### config.mk
export PLATFORM = sky130hd
export DESIGN_NAME = hws_fault_supervisor
export DESIGN_NICKNAME = d
export VERILOG_FILES = /design/src/hws_pkg.sv /design/src/hws_fault_supervisor.sv
export SDC_FILE = /design/constraint.sdc
export NUM_CORES = 1
export LEC_CHECK = 0
export BUFFER_PORTS_ARGS = -buffer_cell sky130_fd_sc_hd__clkbuf_2
export CAP_MARGIN = 15
export CORE_MARGIN = 4
export CORE_UTILIZATION = 40
export DETAILED_ROUTE_END_ITERATION = 8
export PLACE_DENSITY = 0.58
export SLEW_MARGIN = 15
export SYNTH_ARGS = -nofsm -noshare
export SYNTH_HDL_FRONTEND = slang
export SYNTH_SLANG_ARGS = --single-unit
### constraint.sdc
create_clock -name clk_i -period 6.15 [get_ports clk_i]
set_clock_uncertainty 0.15 [all_clocks]
set_input_delay 1.23 -clock clk_i [delete_from_list [all_inputs] [get_ports clk_i]]
set_output_delay 1.23 -clock clk_i [all_outputs]
set_load 0.02 [all_outputs]
### src/hws_pkg.sv
// Constants, types and state layout of the hot-swap fault supervisor.
// Assumes a 100 MHz clock and comparator levels from the analog front end.
package hws_pkg;
  // ****************************************
  // Register map, byte addresses
  // ****************************************
  localparam logic [7:0] ADR_CTRL = 8'h00; // Control
  localparam logic [7:0] ADR_OVP = 8'h04; // Overvoltage limit
  localparam logic [7:0] ADR_STAT = 8'h08; // Status, read only
  // Control fields
  localparam int CB_OVP_EN = 0; // Overvoltage guard enable
  localparam int CB_SU_SEL = 1; // Startup limit select, 2 bits
  localparam int CB_MOD_SEL = 3; // Moderate timeout select, 2 bits
  localparam int CB_SEV_TO = 5; // Severe timeout enable
  localparam int CB_RESTART = 7; // Write one to restart
  localparam int CB_RATIO = 8; // Severe ratio, 3 bits
  localparam logic [2:0] RATIO_RST = 3'h0; // Severe ratio reset
  localparam logic [7:0] OVP_RST = 8'h00; // Overvoltage limit reset
  // ****************************************
  // Comparator input indices
  // ****************************************
  localparam int IN_EN = 0; // Enable above threshold
  localparam int IN_VOV = 1; // Input above overvoltage limit
  localparam int IN_SU0 = 2; // Startup limits 0..2 at 2..4
  localparam int IN_MOD = 5; // Above moderate threshold
  localparam int IN_SEV = 6; // Above severe threshold
  localparam int IN_SAFE = 7; // Above safe threshold
  localparam int IN_ROK = 8; // Program resistor in range
  localparam int IN_OTF = 9; // Temperature above fault limit
  localparam int IN_OTW = 10; // Temperature above warning limit
  localparam int IN_VOK = 11; // Output above good threshold
  localparam int IN_ENH = 12; // Transistor fully enhanced
  localparam int IN_CSS = 13; // Soft-start capacitor discharged
  localparam int IN_VLO = 14; // Output below self-check level
  localparam int IN_RDY = 15; // Address read and boost done
  localparam int IN_FLT = 16; // Fault line level
  localparam int NIN = 17; // Number of inputs
  // Fault cause bits
  localparam int C_OVP = 0;
  localparam int C_SU = 1;
  localparam int C_MOD = 2;
  localparam int C_SEV = 3;
  localparam int C_SAFE = 4;
  localparam int C_ROCP = 5;
  localparam int C_OTP = 6;
  localparam int C_EXT = 7;
  localparam int C_SELF = 8;
  localparam int NC = 9;
  // ****************************************
  // Timing
  // ****************************************
  localparam int CLK_NS = 10; // Clock period
  localparam int SEV_TO_NS = 10000; // Severe tolerance window
  localparam int SEV_CYC = (SEV_TO_NS + CLK_NS - 1) / CLK_NS;
  localparam int MOD_US [4] = '{100, 200, 500, 1000}; // Timeouts
  localparam int DLY_US = 1000; // Startup delay
  localparam int SELF_US = 1000; // Self-test time
  localparam int EXT_HOLD = 7; // Settle cycles after release
  typedef enum logic [2:0] {
    ST_INIT = 3'h0, ST_IDLE = 3'h1, ST_DLY = 3'h2,
    ST_SELF = 3'h3, ST_RAMP = 3'h4, ST_ON = 3'h5
  } hws_st_t;
  typedef struct packed {
    logic [NIN-1:0] s1, s2, s3, flt; // Sync chain, filtered
    hws_st_t st; // Sequencer state
    logic [19:0] tmr; // Phase timer
    logic [19:0] mod_cnt; // Moderate timeout count
    logic [9:0] sev_cnt; // Severe window count
    logic [2:0] ext_hold; // Release settle count
    logic fault; // Sticky fault latch
    logic [NC-1:0] cause; // Latched causes
    logic en_prev; // Enable last cycle
    logic ovp_en, sev_to; // Control bits
    logic [1:0] su_sel, mod_sel; // Control selects
    logic [2:0] ratio; // Severe ratio
    logic [7:0] ovp_lim; // Overvoltage limit
    logic fet_on, css_dis; // Transistor, discharge
    logic fault_oe, pg_oe; // Open-drain enables
    logic ack; // Bus ack
    logic [31:0] rdat; // Bus read data
  } hws_regs_t;
  localparam hws_regs_t REGS_RST = '{fault_oe: 1'b1, st: ST_INIT,
    ratio: RATIO_RST, ovp_lim: OVP_RST, default: '0};
endpackage
### src/hws_fault_supervisor.sv
// Fault supervisor and startup sequencer with Wishbone registers.
// Assumes analog comparators feed level inputs from outside this clock.
//
// Implementation choices: the register offsets and the Wishbone register port.
`timescale 1ns/1ps
module hws_fault_supervisor #(
  parameter int DLY_CYC = hws_pkg::DLY_US * 1000 / hws_pkg::CLK_NS,
  parameter int SELF_CYC = hws_pkg::SELF_US * 1000 / hws_pkg::CLK_NS,
  parameter int MOD_CYC0 = hws_pkg::MOD_US[0] * 1000 / hws_pkg::CLK_NS,
  parameter int MOD_CYC1 = hws_pkg::MOD_US[1] * 1000 / hws_pkg::CLK_NS,
  parameter int MOD_CYC2 = hws_pkg::MOD_US[2] * 1000 / hws_pkg::CLK_NS,
  parameter int MOD_CYC3 = hws_pkg::MOD_US[3] * 1000 / hws_pkg::CLK_NS
) (
  input wire logic clk_i, // 100 MHz clock
  input wire logic rst_n_i, // Async reset, active low
  input wire logic wb_cyc_i, // Bus cycle
  input wire logic wb_stb_i, // Bus strobe
  input wire logic wb_we_i, // Write
  input wire logic [7:0] wb_adr_i, // Byte address
  input wire logic [3:0] wb_sel_i, // Byte enables
  input wire logic [31:0] wb_dat_i, // Write data
  output logic [31:0] wb_dat_o, // Read data
  output logic wb_ack_o, // Ack
  input wire logic enable_lockout_input_i, // Enable above threshold
  input wire logic vin_over_i, // Input above overvoltage limit
  input wire logic [2:0] su_over_i, // Above startup limits
  input wire logic oc_mod_i, // Above moderate threshold
  input wire logic oc_sev_i, // Above severe threshold
  input wire logic oc_safe_i, // Above safe threshold
  input wire logic rocp_ok_i, // Program resistor in range
  input wire logic temp_fault_i, // Above fault temperature
  input wire logic temp_warn_i, // Above warning temperature
  input wire logic vout_good_i, // Output above good threshold
  input wire logic fet_enh_i, // Transistor fully enhanced
  input wire logic css_low_i, // Soft-start cap discharged
  input wire logic vout_low_i, // Output below self-check level
  input wire logic init_done_i, // Address read, boost charged
  input wire logic fault_i, // Fault line level
  output logic fault_o, // Fault line drive value
  output logic fault_oe_o, // Fault drive enable, low drives
  output logic supply_ok_out_o, // Power-good drive value
  output logic supply_ok_out_oe_o, // Power-good enable, low drives
  output logic fet_on_o, // Pass transistor on
  output logic softstart_capacitor_dis_o, // Discharge soft-start cap
  output logic input_overvolt_guard_en_o, // Overvoltage guard on
  output logic [7:0] ovp_limit_o, // Overvoltage limit to DAC
  output logic [1:0] su_sel_o, // Startup limit select
  output logic [2:0] sev_ratio_o // Severe ratio to analog
);
  // ****************************************
  // Behaviour notes
  // ****************************************
  // Pin levels reach the logic three to four cycles late.
  // A fault drops the sequencer from any state but init to idle at once.
  // Only a falling enable or a restart write opens the latch.

  // ****************************************
  // Reset release
  // ****************************************
  logic [1:0] rsync_ff; // Reset synchroniser
  logic rst_n; // Released reset
  hws_pkg::hws_regs_t q_ff; // All state
  hws_pkg::hws_regs_t nxt_q; // Next state
  logic [hws_pkg::NIN-1:0] pins; // Raw inputs
  logic [hws_pkg::NIN-1:0] f; // Filtered inputs
  logic [hws_pkg::NC-1:0] set_c; // Fault sources this cycle
  logic wr, rd, clr, run, on_pg; // Decodes
  logic [31:0] wmask; // Byte lane mask

  // Two flops so release never meets a clock edge mid-way
  always_ff @(posedge clk_i or negedge rst_n_i) begin
    if (!rst_n_i) begin
      rsync_ff <= 2'h0;
    end else begin
      rsync_ff <= {rsync_ff[0], 1'b1};
    end
  end
  assign rst_n = rsync_ff[1];

  // Moderate timeout for a select code
  function automatic logic [19:0] mod_lim(input logic [1:0] s);
    logic [19:0] r;
    r = 20'(MOD_CYC3);
    unique case (s)
      2'h0: r = 20'(MOD_CYC0);
      2'h1: r = 20'(MOD_CYC1);
      2'h2: r = 20'(MOD_CYC2);
      2'h3: r = 20'(MOD_CYC3);
    endcase
    return r;
  endfunction

  // Startup comparator for the host choice
  function automatic logic su_pick(input logic [2:0] v, input logic [1:0] s);
    logic r;
    r = v[2];
    if (s == 2'h0) begin
      r = v[0];
    end else if (s == 2'h1) begin
      r = v[1];
    end
    return r;
  endfunction

  assign pins = {fault_i, init_done_i, vout_low_i, css_low_i, fet_enh_i,
    vout_good_i, temp_warn_i, temp_fault_i, rocp_ok_i, oc_safe_i,
    oc_sev_i, oc_mod_i, su_over_i, vin_over_i, enable_lockout_input_i};
  assign f = q_ff.flt;

  // ****************************************
  // Next-state logic
  // ****************************************
  always_comb begin
    nxt_q = q_ff;

    // Three-stage sync; a change counts once stages two and three agree
    nxt_q.s1 = pins;
    nxt_q.s2 = q_ff.s1;
    nxt_q.s3 = q_ff.s2;
    for (int i = 0; i < hws_pkg::NIN; i++) begin
      if (q_ff.s2[i] == q_ff.s3[i]) begin
        nxt_q.flt[i] = q_ff.s3[i];
      end
    end

    // ****************************************
    // Register bus
    // ****************************************
    // Bus decode, one answer per request
    wr = wb_cyc_i & wb_stb_i & ~q_ff.ack & wb_we_i;
    rd = wb_cyc_i & wb_stb_i & ~q_ff.ack & ~wb_we_i;
    nxt_q.ack = wb_cyc_i & wb_stb_i & ~q_ff.ack;
    wmask = {{8{wb_sel_i[3]}}, {8{wb_sel_i[2]}},
      {8{wb_sel_i[1]}}, {8{wb_sel_i[0]}}};

    clr = 1'b0;
    if (wr && wb_adr_i == hws_pkg::ADR_CTRL) begin
      if (wb_sel_i[0]) begin
        nxt_q.ovp_en = wb_dat_i[hws_pkg::CB_OVP_EN];
        nxt_q.su_sel = wb_dat_i[hws_pkg::CB_SU_SEL +: 2];
        nxt_q.mod_sel = wb_dat_i[hws_pkg::CB_MOD_SEL +: 2];
        nxt_q.sev_to = wb_dat_i[hws_pkg::CB_SEV_TO];
        clr = wb_dat_i[hws_pkg::CB_RESTART];
      end
      if (wb_sel_i[1]) begin
        nxt_q.ratio = wb_dat_i[hws_pkg::CB_RATIO +: 3];
      end
    end

    if (wr && wb_adr_i == hws_pkg::ADR_OVP) begin
      nxt_q.ovp_lim = (q_ff.ovp_lim & ~wmask[7:0]) | (wb_dat_i[7:0] & wmask[7:0]);
    end

    // ****************************************
    // Protection tiers
    // ****************************************
    // Falling enable also clears the latch
    nxt_q.en_prev = f[hws_pkg::IN_EN];
    if (q_ff.en_prev && !f[hws_pkg::IN_EN]) begin
      clr = 1'b1;
    end

    run = q_ff.st != hws_pkg::ST_INIT;
    on_pg = q_ff.st == hws_pkg::ST_ON && q_ff.pg_oe;
    set_c = '0;

    // Overvoltage only once the host turned it on
    set_c[hws_pkg::C_OVP] = q_ff.ovp_en & f[hws_pkg::IN_VOV];

    // Startup limit during self-test and ramp
    if (q_ff.st == hws_pkg::ST_SELF || q_ff.st == hws_pkg::ST_RAMP) begin
      set_c[hws_pkg::C_SU] = su_pick(f[hws_pkg::IN_SU0 +: 3], q_ff.su_sel);
    end

    // Moderate tier: count only while between moderate and severe
    if (on_pg && f[hws_pkg::IN_MOD] && !f[hws_pkg::IN_SEV]) begin
      nxt_q.mod_cnt = q_ff.mod_cnt + 20'h1;
      if (q_ff.mod_cnt >= mod_lim(q_ff.mod_sel) - 20'h1) begin
        set_c[hws_pkg::C_MOD] = 1'b1;
      end
    end else begin
      nxt_q.mod_cnt = 20'h0;
    end

    // Severe tier; its comparator already applies the ratio
    if (on_pg && f[hws_pkg::IN_SEV]) begin
      nxt_q.sev_cnt = q_ff.sev_cnt + 10'h1;
      if (!q_ff.sev_to) begin
        set_c[hws_pkg::C_SEV] = 1'b1;
      end else if (q_ff.sev_cnt >= 10'(hws_pkg::SEV_CYC - 1)) begin
        set_c[hws_pkg::C_SEV] = 1'b1;
      end
    end else begin
      nxt_q.sev_cnt = 10'h0;
    end

    // Safe tier, resistor check and temperature in every state but init
    set_c[hws_pkg::C_SAFE] = run & f[hws_pkg::IN_SAFE];
    // Moderate comparator tracks resistor changes live
    set_c[hws_pkg::C_ROCP] = run & ~f[hws_pkg::IN_ROK];
    set_c[hws_pkg::C_OTP] = run & f[hws_pkg::IN_OTF];

    // External pull-low, watched only after our own drive settled
    if (!q_ff.fault_oe) begin
      nxt_q.ext_hold = 3'h0;
    end else if (q_ff.ext_hold != 3'(hws_pkg::EXT_HOLD)) begin
      nxt_q.ext_hold = q_ff.ext_hold + 3'h1;
    end

    if (run && q_ff.ext_hold == 3'(hws_pkg::EXT_HOLD) && !f[hws_pkg::IN_FLT]) begin
      set_c[hws_pkg::C_EXT] = 1'b1;
    end

    // ****************************************
    // Startup sequencer
    // ****************************************
    nxt_q.tmr = q_ff.tmr + 20'h1;
    unique case (q_ff.st)
      hws_pkg::ST_INIT: begin
        // Enable ignored until the address read is done
        nxt_q.tmr = 20'h0;
        if (f[hws_pkg::IN_RDY]) begin
          nxt_q.st = hws_pkg::ST_IDLE;
        end
      end

      hws_pkg::ST_IDLE: begin
        nxt_q.tmr = 20'h0;
        if (f[hws_pkg::IN_EN] && !q_ff.fault) begin
          nxt_q.st = hws_pkg::ST_DLY;
        end
      end

      hws_pkg::ST_DLY: begin
        if (q_ff.tmr >= 20'(DLY_CYC - 1)) begin
          nxt_q.tmr = 20'h0;
          nxt_q.st = hws_pkg::ST_SELF;
        end
      end

      hws_pkg::ST_SELF: begin
        // Output and soft-start cap must both be low at the end
        if (q_ff.tmr >= 20'(SELF_CYC - 1)) begin
          nxt_q.tmr = 20'h0;
          if (f[hws_pkg::IN_CSS] && f[hws_pkg::IN_VLO]) begin
            nxt_q.st = hws_pkg::ST_RAMP;
          end else begin
            set_c[hws_pkg::C_SELF] = 1'b1;
          end
        end
      end

      hws_pkg::ST_RAMP: begin
        if (f[hws_pkg::IN_VOK] && f[hws_pkg::IN_ENH]) begin
          nxt_q.st = hws_pkg::ST_ON;
        end
      end

      hws_pkg::ST_ON: begin
        nxt_q.tmr = 20'h0;
      end

      default: begin
        nxt_q.st = hws_pkg::ST_IDLE;
      end
    endcase

    // Sticky latch; a new fault wins over a clear in the same cycle
    nxt_q.cause = (q_ff.cause & ~{hws_pkg::NC{clr}}) | set_c;
    nxt_q.fault = (q_ff.fault & ~clr) | (|set_c);

    // Enable low or a fault drops back to idle, non-latching for enable
    if (run && (!f[hws_pkg::IN_EN] || nxt_q.fault || clr)) begin
      nxt_q.st = hws_pkg::ST_IDLE;
    end

    // Outputs from next state so pins move on the same edge
    nxt_q.fet_on = ~nxt_q.fault &
      (nxt_q.st == hws_pkg::ST_RAMP || nxt_q.st == hws_pkg::ST_ON);
    nxt_q.css_dis = nxt_q.st == hws_pkg::ST_SELF;
    nxt_q.fault_oe = ~nxt_q.fault;
    nxt_q.pg_oe = nxt_q.st == hws_pkg::ST_ON && ~nxt_q.fault &&
      f[hws_pkg::IN_VOK] && f[hws_pkg::IN_ENH];

    // Read data; warning is a flag only
    nxt_q.rdat = 32'h0000_0000;
    if (rd) begin
      unique case (wb_adr_i)
        hws_pkg::ADR_CTRL: begin
          nxt_q.rdat[hws_pkg::CB_OVP_EN] = q_ff.ovp_en;
          nxt_q.rdat[hws_pkg::CB_SU_SEL +: 2] = q_ff.su_sel;
          nxt_q.rdat[hws_pkg::CB_MOD_SEL +: 2] = q_ff.mod_sel;
          nxt_q.rdat[hws_pkg::CB_SEV_TO] = q_ff.sev_to;
          nxt_q.rdat[hws_pkg::CB_RATIO +: 3] = q_ff.ratio;
        end

        hws_pkg::ADR_OVP: begin
          nxt_q.rdat[7:0] = q_ff.ovp_lim;
        end

        hws_pkg::ADR_STAT: begin
          nxt_q.rdat[2:0] = q_ff.st;
          nxt_q.rdat[3] = q_ff.fault;
          nxt_q.rdat[4] = q_ff.pg_oe;
          nxt_q.rdat[5] = q_ff.fet_on;
          nxt_q.rdat[6] = f[hws_pkg::IN_OTW];
          nxt_q.rdat[7] = f[hws_pkg::IN_EN];
          nxt_q.rdat[16 +: hws_pkg::NC] = q_ff.cause;
        end
        default: begin
          // Unmapped: ack with zero
          nxt_q.rdat = 32'h0000_0000;
        end
      endcase
    end
  end

  // ****************************************
  // State register
  // ****************************************
  always_ff @(posedge clk_i or negedge rst_n) begin
    if (!rst_n) begin
      q_ff <= hws_pkg::REGS_RST;
    end else begin
      q_ff <= nxt_q;
    end
  end

  // Outputs straight from flops; drive values are constant low
  assign wb_dat_o = q_ff.rdat;
  assign wb_ack_o = q_ff.ack;
  assign fault_o = 1'b0;
  assign supply_ok_out_o = 1'b0;
  assign fault_oe_o = q_ff.fault_oe;
  assign supply_ok_out_oe_o = q_ff.pg_oe;
  assign fet_on_o = q_ff.fet_on;
  assign softstart_capacitor_dis_o = q_ff.css_dis;

  // Configuration copies for the analog side
  assign input_overvolt_guard_en_o = q_ff.ovp_en;
  assign ovp_limit_o = q_ff.ovp_lim;
  assign su_sel_o = q_ff.su_sel;
  assign sev_ratio_o = q_ff.ratio;
endmodule

==> results.sh <==
export IMPL_synth_area_top_cells="dfrtp_1 59%, buf_4 4.7%, nor2_1 3.7%"
export IMPL_syn_area_mm2=0.00757
export IMPL_tightest_slew_ns=0.933
export IMPL_crit_buf_inv=2
export IMPL_synth_top_cell_area_share=0.588
export IMPL_antenna_diode_count=0
export IMPL_post_cts_buffers=0
export IMPL_yosys_area_top_type="dfrtp_1"
export IMPL_gp_congestion=0.795
export IMPL_status="finished, final reports clean"
export IMPL_slew_viol_final=0
export IMPL_max_vdd_ir_drop_uv=170
export IMPL_synth_main_ff_cell="dfrtp_1"
export IMPL_cp_common_cell="ha_1"
export IMPL_vias_per_cell=4.92
export IMPL_cts_root_buffer_cell="clkbuf_16"
export IMPL_rsz0062_at_grt="no"
export IMPL_overflow=0
export IMPL_cp_slowest_cell="dfrtp_1"
export IMPL_cp_required_ns=6.33
export IMPL_ys_warn_count=0
export IMPL_hold_viol=0
export IMPL_leakage_nw=3.96
export IMPL_startpoint="q_ff[49]$_DFFE_PN0P_"
export IMPL_path_cells="inv_1 > ha_1 > nor2_1 > xnor2_1 > nand2_1 > ha_1 > nand3_1 > a21boi_0 > o311ai_0 > a31oi_1 > nor4_4 > inv_2 > nor4b_2"
export IMPL_start_util=0.406
export IMPL_grt_antenna_before_repair=0
export IMPL_fp_dieH_um=146
export IMPL_ant_nets=0
export IMPL_core_area_mm2=0.0186
export IMPL_via_count=4633
export IMPL_die_area_mm2=0.0212
export IMPL_drt_iter0_drc=153
export IMPL_cts_sinks=179
export IMPL_drt_first_pass_iters=4
export IMPL_critPathCapture="supply_ok_out_oe_o$_DFF_PN0_"
export IMPL_netlist_instances=637
export IMPL_fmax_mhz=315
export IMPL_worst_skew_pair_late_latency_ns=0.42
export IMPL_crit_fanout=5
export IMPL_wl_per_cell_um=15.5
export IMPL_rows=50
export IMPL_cts_inserted_buffers=17
export IMPL_grtUsageTotal=0.144
export IMPL_wirelength_mm=14.6
export IMPL_syn_avg_cell_area_um2=11.9
export IMPL_cp_arrival_ns=3.36
export IMPL_reg2reg_to="supply_ok_out_oe_o$_DFF_PN0_"
export IMPL_yosys_top_cells_count="178 x dfrtp_1, 74 x nor2_1, 47 x buf_4, 36 x nand2_1, 24 x xor2_1"
export IMPL_finalNetCount=782
export IMPL_cts_tree="yes"
export IMPL_port_buffer_count=81
export IMPL_die_w_um=146
export IMPL_drive_gt1_frac=0.211
export IMPL_powerDensity_mw_per_mm2=277
export IMPL_whs_ns=0.200
export IMPL_area_delta_synth_final_pct=12.3
export IMPL_rr_startpoint="q_ff[49]$_DFFE_PN0P_"
export IMPL_cts_hold_buf=0
export IMPL_cts_buffer_depth=2
export IMPL_crit_family="simple AND/OR/NAND/NOR gates"
export IMPL_fin_total_pwr_mw=2.36
export IMPL_slew_headroom=0.378
export IMPL_r2r_setup_slack_ns=2.97
export IMPL_ys_async_sr_fraction=1.00
export IMPL_cts_htree_levels=4
export IMPL_synth_edf_count=0
export IMPL_grt_pass1_wl_mm=24.6
export IMPL_hpwl_mm=10.6
export IMPL_io_pins=119
export IMPL_finalCritPeriodShare=0.517
export IMPL_hold_path_class="flip-flop to flip-flop"
export IMPL_max_cap_viol_count=0
export IMPL_synthMostInstantiatedCell="dfrtp_1"
export IMPL_min_period_ns=3.18
export IMPL_rr_worst_depth=13
export IMPL_cp_end_kind="flip-flop"
export IMPL_cp_slowest_stage_delay_ns=0.43
export IMPL_grt_pass1_vias=4762
export IMPL_synth_seq_area_share=0.592
export IMPL_cts_resized=0
export IMPL_cp_start_kind="flip-flop"
export IMPL_drc=0
export IMPL_tns_ns=0
export IMPL_cp_num_cells=13
export IMPL_final_util=0.456
export IMPL_grt_max_degree=78
export IMPL_synth_cell_types=58
export IMPL_ys_seq_elements=179
export IMPL_clkTransAtPathRegs_ns=0.07
export IMPL_finalSetupViolations=0
export IMPL_setup_worst_path_class="flip-flop to flip-flop"
==> cells in the final DEF, fill, tap and decap left out, types with 4 or more instances in the layout <==
master,netlist,routed
a21o_1,5,5
a21oi_1,20,20
and2_1,14,14
and3_1,10,10
clkbuf_16,0,17
clkbuf_2,0,81
conb_1,2,16
dfrtp_1,178,177
ha_1,22,22
inv_1,16,16
inv_6,0,4
inv_8,0,5
maj3_1,17,17
mux2_2,17,17
mux2i_1,10,10
nand2_1,36,36
nand3_1,18,18
nand4_1,9,9
nor2_1,74,74
nor2b_1,9,9
nor3_1,9,9
o21ai_0,11,11
or2_2,4,4
or3_1,8,8
xnor2_1,17,17
xor2_1,24,24
==> per-stage QoR <==
| stage | cells | setup WS [ns] | cell area [um2] |
|---|---|---|---|
| floorplan | 651 | 0.645 | 7620 |
| global placement | 909 | 2.68 | 7930 |
| detailed placement | 909 | 2.60 | 7930 |
| CTS | 941 | 2.94 | 8500 |
| global route | 941 | 2.66 | 8500 |
| finish | 941 | 2.97 | 8500 |
==> sequential cells by signal, summed over array words and instances, names as in the netlist, named ones only <==
signal                     flops
f                             17
softstart_capacitor_dis_o      1
sev_ratio_o                    3
fet_on_o                       1
input_overvolt_guard_en_o      1
q_ff                          87
su_sel_o                       2
wb_ack_o                       1
nxt_q                         34
rsync_ff                       2
wb_dat_o                      20
supply_ok_out_oe_o             1
fault_oe_o                     1
==> logic make-up after synthesis <==
logic type	count (synthesis)	synth area share
simple gates	217	0.153
flops	179	0.592
buf+inv	77	0.0636
compound gates	55	0.0459
xor+xnor	41	0.0474
fa+ha+maj	39	0.0588
mux	27	0.0385
other cells	2	0.000992
==> per-layer routing <==
layer / track usage / part of all wire / up-vias
met5: 0 / 0 / -
met4: 0.0446 / 0.013 / 0
met3: 0.0389 / 0.036 / 14
met2: 0.242 / 0.50 / 85
met1: 0.182 / 0.45 / 2326
li1: - / - / 2208
==> report_power, final <==
part | switching [mW] | internal, mW | leakage [nW]
registers | 0.0271 | 1.21 | 2.31
logic | 0.0487 | 0.0309 | 1.37
clock network | 0.491 | 0.549 | 0.278
total | 0.567 | 1.79 | 3.96
==> layout make-up <==
| class | count | area [um2] |
|---|---|---|
| Fill cell | 1716 | 10100 |
| Sequential cell | 179 | 4480 |
| Multi-Input combinational cell | 395 | 2660 |
| Clock buffer | 18 | 439 |
| Timing Repair Buffer | 84 | 428 |
| Tap cell | 234 | 293 |
| Clock inverter | 14 | 133 |
| Inverter | 17 | 63.8 |
==> worst min path at each step <==
stage	start	endpoint	slack (ns)	cells past startpoint
after floorplan	nxt_q[155]$_DFF_PN0_	nxt_q[138]$_DFF_PN0_	0.18	0
after global placement	nxt_q[163]$_DFF_PN0_	nxt_q[146]$_DFF_PN0_	0.19	0
after detailed placement	nxt_q[166]$_DFF_PN0_	nxt_q[149]$_DFF_PN0_	0.19	0
after CTS	nxt_q[161]$_DFF_PN0_	nxt_q[144]$_DFF_PN0_	0.20	0
after global routing	nxt_q[161]$_DFF_PN0_	nxt_q[144]$_DFF_PN0_	0.20	0
final	nxt_q[166]$_DFF_PN0_	nxt_q[149]$_DFF_PN0_	0.20	0
Power figures use the tool's default switching activity.
